`config.mk`:
```
export PLATFORM = sky130hd
export DESIGN_NAME = ubg_uart
export DESIGN_NICKNAME = d
export VERILOG_FILES = /design/src/rtl/ubg_pkg.sv /design/src/rtl/ubg_uart.sv /design/src/rtl/ubg_baud_tick.sv
export SDC_FILE = /design/constraint.sdc
export NUM_CORES = 1
export LEC_CHECK = 0
export BUFFER_PORTS_ARGS = -buffer_cell sky130_fd_sc_hd__buf_2
export CORE_ASPECT_RATIO = 0.5
export CORE_UTILIZATION = 45
export CTS_BUF_LIST = sky130_fd_sc_hd__clkbuf_2 sky130_fd_sc_hd__clkbuf_4 sky130_fd_sc_hd__clkbuf_8
export CTS_CLUSTER_DIAMETER = 60
export DETAILED_ROUTE_END_ITERATION = 10
export PLACE_DENSITY = 0.64
export REMOVE_ABC_BUFFERS = 1
export SLEW_MARGIN = 15
export SYNTH_ARGS = -nofsm -noshare
export SYNTH_HDL_FRONTEND = slang
export SYNTH_HIERARCHICAL = 1
export SYNTH_SLANG_ARGS = --single-unit
```
`constraint.sdc`:
```
create_clock -name clk -period 4.3 [get_ports clk]
set_clock_uncertainty 0.15 [all_clocks]
set_input_delay 0.645 -clock clk [delete_from_list [all_inputs] [get_ports clk]]
set_output_delay 0.645 -clock clk [all_outputs]
set_load 0.02 [all_outputs]
```
`src/rtl/ubg_pkg.sv`:
```
// Shared constants for the serial port with its baud tick generator.
package ubg_pkg;
  // ----------------------------------------------------------------------
  // Register offsets relative to the port base address
  // ----------------------------------------------------------------------
  localparam logic [7:0] UBG_BASE0 = 8'hc0;
  localparam logic [7:0] UBG_BASE1 = 8'hd0;
  localparam logic [3:0] OFS_DATA = 4'h0;
  localparam logic [3:0] OFS_IER = 4'h1;
  localparam logic [3:0] OFS_IIR = 4'h2;
  localparam logic [3:0] OFS_LCTL = 4'h3;
  localparam logic [3:0] OFS_LSR = 4'h5;
  // ----------------------------------------------------------------------
  // Field positions
  // ----------------------------------------------------------------------
  localparam int LC_PAR = 3;
  localparam int LC_ADR = 4;
  localparam int LC_DLAB = 7;
  localparam int IE_RIE = 0;
  localparam int IE_TIE = 1;
  localparam int IE_LSIE = 2;
  localparam int IE_TCIE = 4;
  localparam int LS_DR = 0;
  localparam int LS_OE = 1;
  localparam int LS_PE = 2;
  localparam int LS_FE = 3;
  localparam int LS_HOLD = 5;
  localparam int LS_TXIDLE = 6;
  // ----------------------------------------------------------------------
  // Reset values, masks and interrupt cause codes
  // ----------------------------------------------------------------------
  localparam logic [15:0] DIV_RESET = 16'h0002;
  localparam logic [15:0] CNT_LAST = 16'h0001;
  localparam logic [7:0] IER_MASK = 8'h17;
  localparam logic [2:0] CAUSE_LS = 3'h3;
  localparam logic [2:0] CAUSE_RX = 3'h2;
  localparam logic [2:0] CAUSE_HOLDING_EMPTY = 3'h1;
  localparam logic [2:0] CAUSE_TC = 3'h5;
  // ----------------------------------------------------------------------
  // Frame figures: ticks per bit, start-bit midpoint, data bits; serial states
  // ----------------------------------------------------------------------
  localparam logic [3:0] OVS_LAST = 4'hf;
  localparam logic [3:0] OVS_MID = 4'h7;
  localparam logic [3:0] DATA_LAST = 4'h7;
  typedef enum logic [4:0] {
    SER_IDLE = 5'h01,
    SER_START = 5'h02,
    SER_DATA = 5'h04,
    SER_PAR = 5'h08,
    SER_STOP = 5'h10
  } ubg_ser_e;
endpackage

```
`src/rtl/ubg_uart.sv`:
```
// Serial port with baud tick generator, single-byte buffers, address marks.
// Operation
// - Enabling transmit interrupt while empty raises it.
// - First holding write drops pending transmit interrupt.
// - Parity select clears itself after each byte.
// - Early parity select set is cleared anyway.
// - Address mark raises line status interrupt cause.
// - Receiver watches input for start whenever idle.
// - Generator is 16-bit counter decrementing to one.
// - After one, reload divisor and pulse.
// - Bit rate is clock over sixteen times divisor.
// - Divisor resets to two.
// - Divisor byte write reloads and restarts count.
// - Divisor bytes reachable only with access bit.
// - Transmitter advances one bit per sixteen ticks.
`timescale 1ns/1ps
`default_nettype none
module ubg_uart
  import ubg_pkg::*;
#(
  parameter logic [7:0] BASE_ADDR = UBG_BASE0
)(
  input wire logic clk,
  input wire logic reset,
  input wire logic [7:0] addr,
  input wire logic [7:0] wdata,
  input wire logic wr,
  input wire logic rd,
  output logic [7:0] rdata,
  input wire logic rxd,
  output logic txd,
  output logic irq
);
  // ----------------------------------------------------------------------
  // State
  // ----------------------------------------------------------------------
  typedef struct packed {
    logic [7:0] divLo;
    logic [7:0] divHi;
    logic divLoad;
    logic [7:0] lctl;
    logic [7:0] ier;
    logic [7:0] thr;
    logic thrFull;
    ubg_ser_e txState;
    logic [3:0] txTick;
    logic [3:0] txBit;
    logic [8:0] txSh;
    logic txPen;
    logic txd;
    logic txIrq;
    logic txIrqTc;
    logic rxS1;
    logic rxS2;
    ubg_ser_e rxState;
    logic [3:0] rxTick;
    logic [3:0] rxBit;
    logic [8:0] rxSh;
    logic [7:0] rbr;
    logic dr;
    logic oe;
    logic pe;
    logic fe;
    logic [7:0] rdata;
  } ubg_st_s;
  ubg_st_s s_q, s_d;
  logic tick;
  logic [2:0] cause;
  logic pendAny;

  // True when the bus address selects the given register offset.
  function automatic logic hit(input logic [7:0] a, input logic [3:0] ofs);
    hit = (a == (BASE_ADDR | {4'h0, ofs}));
  endfunction

  // ----------------------------------------------------------------------
  // Baud tick generator
  // ----------------------------------------------------------------------
  // The divisor comes from flops, so a reload lands one cycle after the
  // bus write; the count restarts from the full new divisor.
  ubg_baud_tick u_tick (
    .clk(clk),
    .reset(reset),
    .divisor({s_q.divHi, s_q.divLo}),
    .load(s_q.divLoad),
    .tick(tick)
  );

  // ----------------------------------------------------------------------
  // Interrupt cause, highest priority first
  // ----------------------------------------------------------------------
  always_comb begin
    cause = 3'h0;
    pendAny = 1'b1;
    if (s_q.ier[IE_LSIE] && (s_q.pe || s_q.oe || s_q.fe)) begin
      cause = CAUSE_LS;
    end else if (s_q.ier[IE_RIE] && s_q.dr) begin
      cause = CAUSE_RX;
    end else if (s_q.txIrq && s_q.ier[s_q.txIrqTc ? IE_TCIE : IE_TIE]) begin
      cause = s_q.txIrqTc ? CAUSE_TC : CAUSE_HOLDING_EMPTY;
    end else begin
      pendAny = 1'b0;
    end
  end

  // ----------------------------------------------------------------------
  // Next state: bus, transmitter, receiver
  // ----------------------------------------------------------------------
  // A hardware event that sets a status flag beats a read that clears it.
  always_comb begin
    s_d = s_q;
    s_d.divLoad = 1'b0;
    s_d.rxS1 = rxd;
    s_d.rxS2 = s_q.rxS1;
    // Register writes; the access bit steers the shared addresses.
    if (wr) begin
      if (hit(addr, OFS_DATA) && s_q.lctl[LC_DLAB]) begin
        s_d.divLo = wdata;
        s_d.divLoad = 1'b1;
      end else if (hit(addr, OFS_DATA)) begin
        s_d.thr = wdata;
        s_d.thrFull = 1'b1;
        s_d.txIrq = 1'b0;
      end
      if (hit(addr, OFS_IER) && s_q.lctl[LC_DLAB]) begin
        s_d.divHi = wdata;
        s_d.divLoad = 1'b1;
      end else if (hit(addr, OFS_IER)) begin
        s_d.ier = wdata & IER_MASK;
        if (wdata[IE_TIE] && !s_q.ier[IE_TIE] && !s_q.thrFull) begin
          s_d.txIrq = 1'b1;
          s_d.txIrqTc = 1'b0;
        end
      end
      if (hit(addr, OFS_LCTL)) begin
        s_d.lctl = wdata;
      end
    end
    // Read side effects and registered read data.
    s_d.rdata = 8'h00;
    if (rd) begin
      if (hit(addr, OFS_DATA) && s_q.lctl[LC_DLAB]) begin
        s_d.rdata = s_q.divLo;
      end else if (hit(addr, OFS_DATA)) begin
        s_d.rdata = s_q.rbr;
        s_d.dr = 1'b0;
      end else if (hit(addr, OFS_IER)) begin
        s_d.rdata = s_q.lctl[LC_DLAB] ? s_q.divHi : s_q.ier;
      end else if (hit(addr, OFS_IIR)) begin
        s_d.rdata = {4'h0, cause, !pendAny};
      end else if (hit(addr, OFS_LCTL)) begin
        s_d.rdata = s_q.lctl;
      end else if (hit(addr, OFS_LSR)) begin
        s_d.rdata[LS_DR] = s_q.dr;
        s_d.rdata[LS_OE] = s_q.oe;
        s_d.rdata[LS_PE] = s_q.pe;
        s_d.rdata[LS_FE] = s_q.fe;
        s_d.rdata[LS_HOLD] = !s_q.thrFull;
        s_d.rdata[LS_TXIDLE] = !s_q.thrFull && s_q.txState == SER_IDLE;
        s_d.oe = 1'b0;
        s_d.pe = 1'b0;
        s_d.fe = 1'b0;
      end
    end
    // Transmitter: every frame bit holds for sixteen ticks.
    case (s_q.txState)
      SER_IDLE: begin
        // Loading on a tick makes the start bit a full sixteen ticks.
        if (s_q.thrFull && tick) begin
          s_d.txSh = {s_q.lctl[LC_ADR], s_q.thr};
          s_d.txPen = s_q.lctl[LC_PAR];
          // Only a new holding write in this cycle keeps the slot full.
          s_d.thrFull = wr && hit(addr, OFS_DATA) && !s_q.lctl[LC_DLAB];
          s_d.txTick = 4'h0;
          s_d.txState = SER_START;
          if (s_q.ier[IE_TIE] && !s_d.thrFull) begin
            s_d.txIrq = 1'b1;
            s_d.txIrqTc = 1'b0;
          end
        end
      end
      SER_START, SER_DATA, SER_PAR, SER_STOP: begin
        if (tick) begin
          s_d.txTick = s_q.txTick + 4'h1;
          if (s_q.txTick == OVS_LAST) begin
            case (s_q.txState)
              SER_START: begin
                s_d.txBit = 4'h0;
                s_d.txState = SER_DATA;
              end
              SER_DATA: begin
                s_d.txSh = {1'b0, s_q.txSh[8:1]};
                s_d.txBit = s_q.txBit + 4'h1;
                if (s_q.txBit == DATA_LAST) begin
                  s_d.txState = s_q.txPen ? SER_PAR : SER_STOP;
                end
              end
              SER_PAR: begin
                s_d.txState = SER_STOP;
              end
              default: begin
                // Byte done: address marking lasts one byte only.
                s_d.lctl[LC_ADR] = 1'b0;
                s_d.txState = SER_IDLE;
                if (s_q.ier[IE_TCIE] && !s_d.thrFull) begin
                  s_d.txIrq = 1'b1;
                  s_d.txIrqTc = 1'b1;
                end
              end
            endcase
          end
        end
      end
      default: begin
        s_d.txState = SER_IDLE;
      end
    endcase
    s_d.txd = !(s_d.txState == SER_START) &&
      (!(s_d.txState == SER_DATA || s_d.txState == SER_PAR) || s_d.txSh[0]);
    // Receiver: no enable, so it hunts for a start bit whenever it is idle.
    case (s_q.rxState)
      SER_IDLE: begin
        s_d.rxTick = 4'h0;
        if (!s_q.rxS2) begin
          s_d.rxState = SER_START;
        end
      end
      SER_START, SER_DATA, SER_PAR, SER_STOP: begin
        if (tick) begin
          s_d.rxTick = s_q.rxTick + 4'h1;
          if (s_q.rxState == SER_START && s_q.rxTick == OVS_MID) begin
            // A start bit gone high by its middle was a glitch.
            s_d.rxTick = 4'h0;
            s_d.rxBit = 4'h0;
            s_d.rxState = s_q.rxS2 ? SER_IDLE : SER_DATA;
          end else if (s_q.rxState != SER_START &&
                       s_q.rxTick == OVS_LAST) begin
            case (s_q.rxState)
              SER_DATA: begin
                s_d.rxSh = {1'b0, s_q.rxS2, s_q.rxSh[7:1]};
                s_d.rxBit = s_q.rxBit + 4'h1;
                if (s_q.rxBit == DATA_LAST) begin
                  s_d.rxState = s_q.lctl[LC_PAR] ? SER_PAR : SER_STOP;
                end
              end
              SER_PAR: begin
                s_d.rxSh[8] = s_q.rxS2;
                s_d.rxState = SER_STOP;
              end
              default: begin
                s_d.rbr = s_q.rxSh[7:0];
                s_d.oe = s_q.dr || s_d.oe;
                s_d.dr = 1'b1;
                s_d.fe = !s_q.rxS2 || s_d.fe;
                // A set parity bit marks a station address byte.
                s_d.pe = (s_q.lctl[LC_PAR] && s_q.rxSh[8]) || s_d.pe;
                s_d.rxSh[8] = 1'b0;
                s_d.rxState = SER_IDLE;
              end
            endcase
          end
        end
      end
      default: begin
        s_d.rxState = SER_IDLE;
      end
    endcase
  end

  // ----------------------------------------------------------------------
  // State register
  // ----------------------------------------------------------------------
  // Reset gives the minimum divisor and an idle, marking line.
  always_ff @(posedge clk or posedge reset) begin
    if (reset) begin
      s_q <= '0;
      s_q.divLo <= DIV_RESET[7:0];
      s_q.divHi <= DIV_RESET[15:8];
      s_q.txState <= SER_IDLE;
      s_q.rxState <= SER_IDLE;
      s_q.txd <= 1'b1;
      s_q.rxS1 <= 1'b1;
      s_q.rxS2 <= 1'b1;
    end else begin
      s_q <= s_d;
    end
  end

  assign rdata = s_q.rdata;
  assign txd = s_q.txd;
  assign irq = pendAny;

  // ----------------------------------------------------------------------
  // Checks
  // ----------------------------------------------------------------------
  tie_raise_a: assert property (@(posedge clk) disable iff (reset)
    (wr && hit(addr, OFS_IER) && !s_q.lctl[LC_DLAB] && wdata[IE_TIE] &&
     !s_q.ier[IE_TIE] && !s_q.thrFull) |=> s_q.txIrq && !s_q.txIrqTc)
    else $error("transmit interrupt not raised on enable");
  thr_clear_a: assert property (@(posedge clk) disable iff (reset)
    (wr && hit(addr, OFS_DATA) && !s_q.lctl[LC_DLAB]) |=>
    !s_q.txIrq && s_q.thrFull)
    else $error("holding write left interrupt pending");
  eps_clear_a: assert property (@(posedge clk) disable iff (reset)
    (s_q.txState == SER_STOP && tick && s_q.txTick == OVS_LAST) |=>
    !s_q.lctl[LC_ADR] && s_q.txState == SER_IDLE)
    else $error("parity select survived byte end");
  bit_time_a: assert property (@(posedge clk) disable iff (reset)
    (s_q.txState == SER_DATA && tick && s_q.txTick != OVS_LAST) |=>
    $stable(s_q.txBit) && $stable(s_q.txd))
    else $error("transmit bit changed early");
  divisor_gate_a: assert property (@(posedge clk) disable iff (reset)
    (wr && !s_q.lctl[LC_DLAB]) |=> !s_q.divLoad && $stable(s_q.divLo))
    else $error("divisor written without access bit");
  addr_mark_a: assert property (@(posedge clk) disable iff (reset)
    (s_q.rxState == SER_STOP && tick && s_q.rxTick == OVS_LAST &&
     s_q.lctl[LC_PAR] && s_q.rxSh[8] && s_q.ier[IE_LSIE] && !wr) |=>
    irq && cause == CAUSE_LS)
    else $error("address mark gave no line status cause");
  rx_hunt_a: assert property (@(posedge clk) disable iff (reset)
    (s_q.rxState == SER_IDLE && !s_q.rxS2) |=> s_q.rxState == SER_START)
    else $error("receiver missed start edge");
endmodule
`default_nettype wire

```
`src/rtl/ubg_baud_tick.sv`:
```
// Reloading 16-bit down-counter that makes the 16x oversampling tick.
`timescale 1ns/1ps
`default_nettype none
module ubg_baud_tick
  import ubg_pkg::*;
(
  input wire logic clk,
  input wire logic reset,
  input wire logic [15:0] divisor,
  input wire logic load,
  output logic tick
);
  typedef struct packed {
    logic [15:0] count;
    logic tick;
  } ubg_cnt_s;
  ubg_cnt_s s_q, s_d;

  // Count down to one, then reload and pulse; a load restarts the count.
  always_comb begin
    s_d = s_q;
    s_d.tick = 1'b0;
    if (load) begin
      s_d.count = divisor;
    end else if (s_q.count == CNT_LAST) begin
      s_d.count = divisor;
      s_d.tick = 1'b1;
    end else begin
      s_d.count = s_q.count - 16'h0001;
    end
  end

  // Register the state; the counter starts at the minimum divisor.
  always_ff @(posedge clk or posedge reset) begin
    if (reset) begin
      s_q <= '{count: DIV_RESET, tick: 1'b0};
    end else begin
      s_q <= s_d;
    end
  end

  assign tick = s_q.tick;

  pulse_width_a: assert property (@(posedge clk) disable iff (reset)
    tick |=> !tick) else $error("tick longer than a cycle");
  reload_tick_a: assert property (@(posedge clk) disable iff (reset)
    (s_q.count == CNT_LAST && !load) |=> tick && s_q.count == $past(divisor))
    else $error("no reload after count of one");
  count_down_a: assert property (@(posedge clk) disable iff (reset)
    (s_q.count > CNT_LAST && !load) |=> s_q.count == $past(s_q.count) - 1)
    else $error("counter did not decrement");
  load_restart_a: assert property (@(posedge clk) disable iff (reset)
    load |=> !tick && s_q.count == $past(divisor))
    else $error("load did not restart count");
endmodule
`default_nettype wire

```
======== Word-level counts from Yosys, hierarchy flattened ========
Cells that the tools add are included.
storage, ports and cells
  flip-flop bits (word level) ............. 125
  input port bits ......................... 21
  output and inout port bits .............. 10
  word-level logic and storage cells ...... 224
cells by class
  add/subtract/negate cells ............... 5
  $lt $le $gt $ge ......................... 1
  equal/unequal tests ..................... 33
  mux-type cells .......................... 92
  bitwise logic cells ..................... 4
  reduce and logical (&&, ||, !) cells .... 57
operator list
  cell                                                   count
  2-to-1 mux 8 bit                                       7
  2-to-1 mux 5 bit                                       10
  equality test 8 bit (second input constant)            5
  2-to-1 mux 34 bit                                      1
  2-to-1 mux 3 bit                                       11
  2-to-1 mux 16 bit                                      2
  case mux 5 bit (2 select lines)                        3
  2-to-1 mux 4 bit                                       7
  2-to-1 mux 9 bit                                       3
  2-to-1 mux 26 bit                                      1
  2-to-1 mux 25 bit                                      1
  2-to-1 mux 12 bit                                      2
  2-to-1 mux 2 bit                                       12
  case mux 4 bit (2 select lines)                        3
  2-to-1 mux 22 bit                                      1
  2-to-1 mux 21 bit                                      1
  2-to-1 mux 1 bit                                       20
  2-to-1 mux 10 bit                                      2
  case mux 9 bit (2 select lines)                        1
  logical AND 1 bit                                      17
  adder 4 x 1 -> 4 bit (second input constant)           4
  equality test 16 x 1 -> 1 bit (second input constant)  1
  AND reduction 4 bit                                    4
  subtractor 16 x 1 -> 16 bit (second input constant)    1
  27 further kinds                                       72

======== Depth between registers and ports, before layout ========
  depth after elaboration ................. 20
  depth in mapped cells ................... 7
  gate-level depth less buffers ........... 6

======== By module ========
The synthesis kept the hierarchy.
modules (own cells, without submodules)
  module         instances  cells an instance  area each (um^2)
  ubg_uart       1          490                5371.4
  ubg_baud_tick  1          97                 972.2

======== Worst setup path after synthesis ========
OpenSTA, ideal clock, no wires.
  path kind ............................... input to register
  start point ............................. in addr[4]
  end point ............................... reg, netlist name s_q[91]
  arrival ................................. 2.103 ns
  required time ........................... 4.031 ns
  setup slack ............................. 1.928 ns
  cell stages on the path ................. 6
  buffers on the path ..................... 1
  cells stage by stage .................... nand4bb_1 > nor4b_2 > and3_1 > buf_2 > mux2_2 > and2_1
RTL lines
  item                RTL line        RTL
  start: declaration  ubg_uart.sv:25  input wire logic [7:0] addr,

==> metrics <==
initial antenna violation count=0; Hold/Removal Path Class=in2reg; P per Cell Area=around 380 mW/mm^2; multi-input logic area=~0.003 sq mm; DR vias=4,557; GR Overflow Total=0; XOR/XNOR share of the synthesized area=0.0207; hold path cells=1; Synth Area in Compound Gates=0.141; Synth Area in Adders=0.0118; GP Congestion=about 0.92; Post-synth EDFFs=0; Worst EP required=4460 ps; slowest stage delay, CP=around 700 ps; GRT Total Usage=0.204; Reg clk slew, reported paths=80 ps; row count=30; Final Cycle Share=0.619; Hold Path End=s_d[42]; die area=around 0.015 sq mm; RSZ-0062 raised after global routing=false; Root Buffer=clkbuf_8; Worst setup EP type=register; Ports=31; Skew-Pair Late Insertion Delay=~440 ps; Slew HR=0.317; R2R Path Start=s_q[40]; Port-buffer cells=30; Arr. time, crit path=2830 ps; ratio of cells with drive above 1 in the final layout=0.260; drt initial violations=about 370; r2r setup slk=roughly 1600 ps; pre-CTS setup slack=1490 ps; final hold vios=0; WL final=between 10,000 and 15,000 um; Synth Flop Type=dfrtp_1; core footprint=0.0137 sq mm; largest net degree at the start of global routing=63; crit-path cells=or4b_4 > and2_2 > nor4_4 > mux2_2; type of origin of the critical path=register; Setup crit start=s_q[40]; CP Buf/Inv Count=0; HP Start=rxd; Final min period=2660 ps; Synth Area in Simple Gates=0.165; Die Y=roughly 86 um; vias per cell=5.60; Fin Setup TNS=0 ps; Synth Area per Inst=10.8 sq um; H-tree Lvls=4; capture point of the worst reg-to-reg path=s_q[16]; cells after synthesis=roughly 590; Max rail drop VDD=about 0.17 mV; leakage=3.19 nW; Post-route DRC=0; CTS Sinks=between 100 and 150; most common cell after layout, fill and taps aside=dfrtp_1; CTS tree=yes; worst slew pin tran=approximately 1000 ps; starting density of the core=0.464; flops & latches, synth=between 100 and 150; Inserted Diodes=0; total CTS buffers=17; max-cap violation count=0; largest cells by area after synthesis=dfrtp_1, mux2_2, nand2_1, dfstp_2, o21ai_0; area grow syn2layout=11.3%; async set-reset flop share out of synthesis=1.00; cts repair resizes=0; max-slew violations=0; Post-Syn Area=0.00634 sq mm; drt pass-1 iters=5; post-DR wirelength/cell=around 17 um; fin nets=between 600 and 700; Synth top area share=0.465; FF/Latch Area=0.00314 sq mm; sequential share of the synthesized area=0.494; mux contribution to synthesized area=0.127; Synth area leader=dfrtp_1; Ys Warns=6; HPWL Detailed=about 9600 um; worst setup margin=1640 ps; slowest CP cell=nor4_4; Final ANT Viol Nets=0; CTS Buffer Depth=2; Netlist cell types=70; most frequent cells in the layout=dfrtp_1, mux2_2, nand2_1, nor2_1, buf_2; CP delay by family, top=simple AND/OR/NAND/NOR gates; CP Class=reg2reg; first-pass GRT wire length=23,000 um; setup bufs post-CTS=0; status=completed; Max Fclk=~0.38 GHz; CP max FO=12; vias in the first global route=about 4,300; hold_buf cts=0; Fillers=around 1,300; Reg2Reg Depth=4; final setup violation count=0; largest family of logic cells by synthesized area=simple AND/OR/NAND/NOR gates; Die X=roughly 170 um
==> power by group <==
group | leakage (nW) | total, mW | internal (mW) | switching (mW)
Clock | 0.222 | 1.17 | 0.666 | 0.499
Combinational | 1.32 | 0.216 | 0.0952 | 0.120
Sequential | 1.65 | 1.30 | 1.22 | 0.0720
==> metal layers <==
layer  part of all wire  vias to the layer above  wire [um]  GRT usage
met2               0.45                       84       6120      0.304
met1               0.50                     2269       6810      0.294
li1                   -                     2188          -          -
met5                  0                        -          0          0
met4              0.015                        0        206     0.0745
met3              0.039                       16        528     0.0429
==> metrics by stage <==
stage | util | total power [mW] | hold WS (ps) | cell area (sq um) | std cells
floorplan | - | 1.46 | 195 | 6170 | 556
global placement | 0.483 | 1.53 | 196 | 6600 | 782
detailed placement | 0.483 | 1.53 | 198 | 6600 | 782
CTS | 0.516 | 2.70 | 132 | 7050 | 814
global route | 0.517 | 2.79 | 135 | 7060 | 814
finish | 0.517 | 2.68 | 157 | 7060 | 814
==> flip-flops by register name (all words and copies together), names as in the netlist <==
name	cells
s_q	98
u_tick/s_q	16
rdata	8
s_d	1
txd	1
u_tick/tick	1
==> worst register-to-register path: cells and delay by family, from the launching register on <==
kind,cells,cell delay (ps)
and+or+nand+nor,3,1500
DFF,1,470
muxes,1,420
==> cells in the mapped netlist, drive strengths merged (10+ instances only) <==
cell type and n:
nand2 54, buf 20, mux2i 13, nor2b 10
mux2 60, a21oi 38, clkbuf 11, nor3 11
xor2 11, o21ai 28, nor2 34, nand3 17
inv 21, dfrtp 118
==> cell type report <==
cell class | instances | share of cell area
flip-flops and latches | 125 | 0.444
multi-input cells | 410 | 0.421
clock buffers | 19 | 0.0371
well taps | 192 | 0.0340
clock inverters | 13 | 0.0268
repair buffers | 34 | 0.0255
inverters | 21 | 0.0115
==> cells by family after synthesis <==
| family | Yosys count |
|---|---|
| adders and majority gates | 6 |
| xor gates and xnor gates | 15 |
| DFF | 125 |
| AOI/OAI and AO/OA | 126 |
| buffers and inverters | 52 |
| and+or+nand+nor | 190 |
| muxes | 73 |
==> how the worst max path moves through the flow <==
stage / endpoint / slack, ps / cells past startpoint
after floorplan: rdata[0] / 670 / 1
after global placement: s_q[73] / 1560 / 5
after detailed placement: s_q[77] / 1490 / 5
after CTS: s_q[31] / 1520 / 5
after global routing: u_tick/s_q[8] / 1500 / 5
final: s_q[16] / 1640 / 4
(Power assumes the default switching activity.)
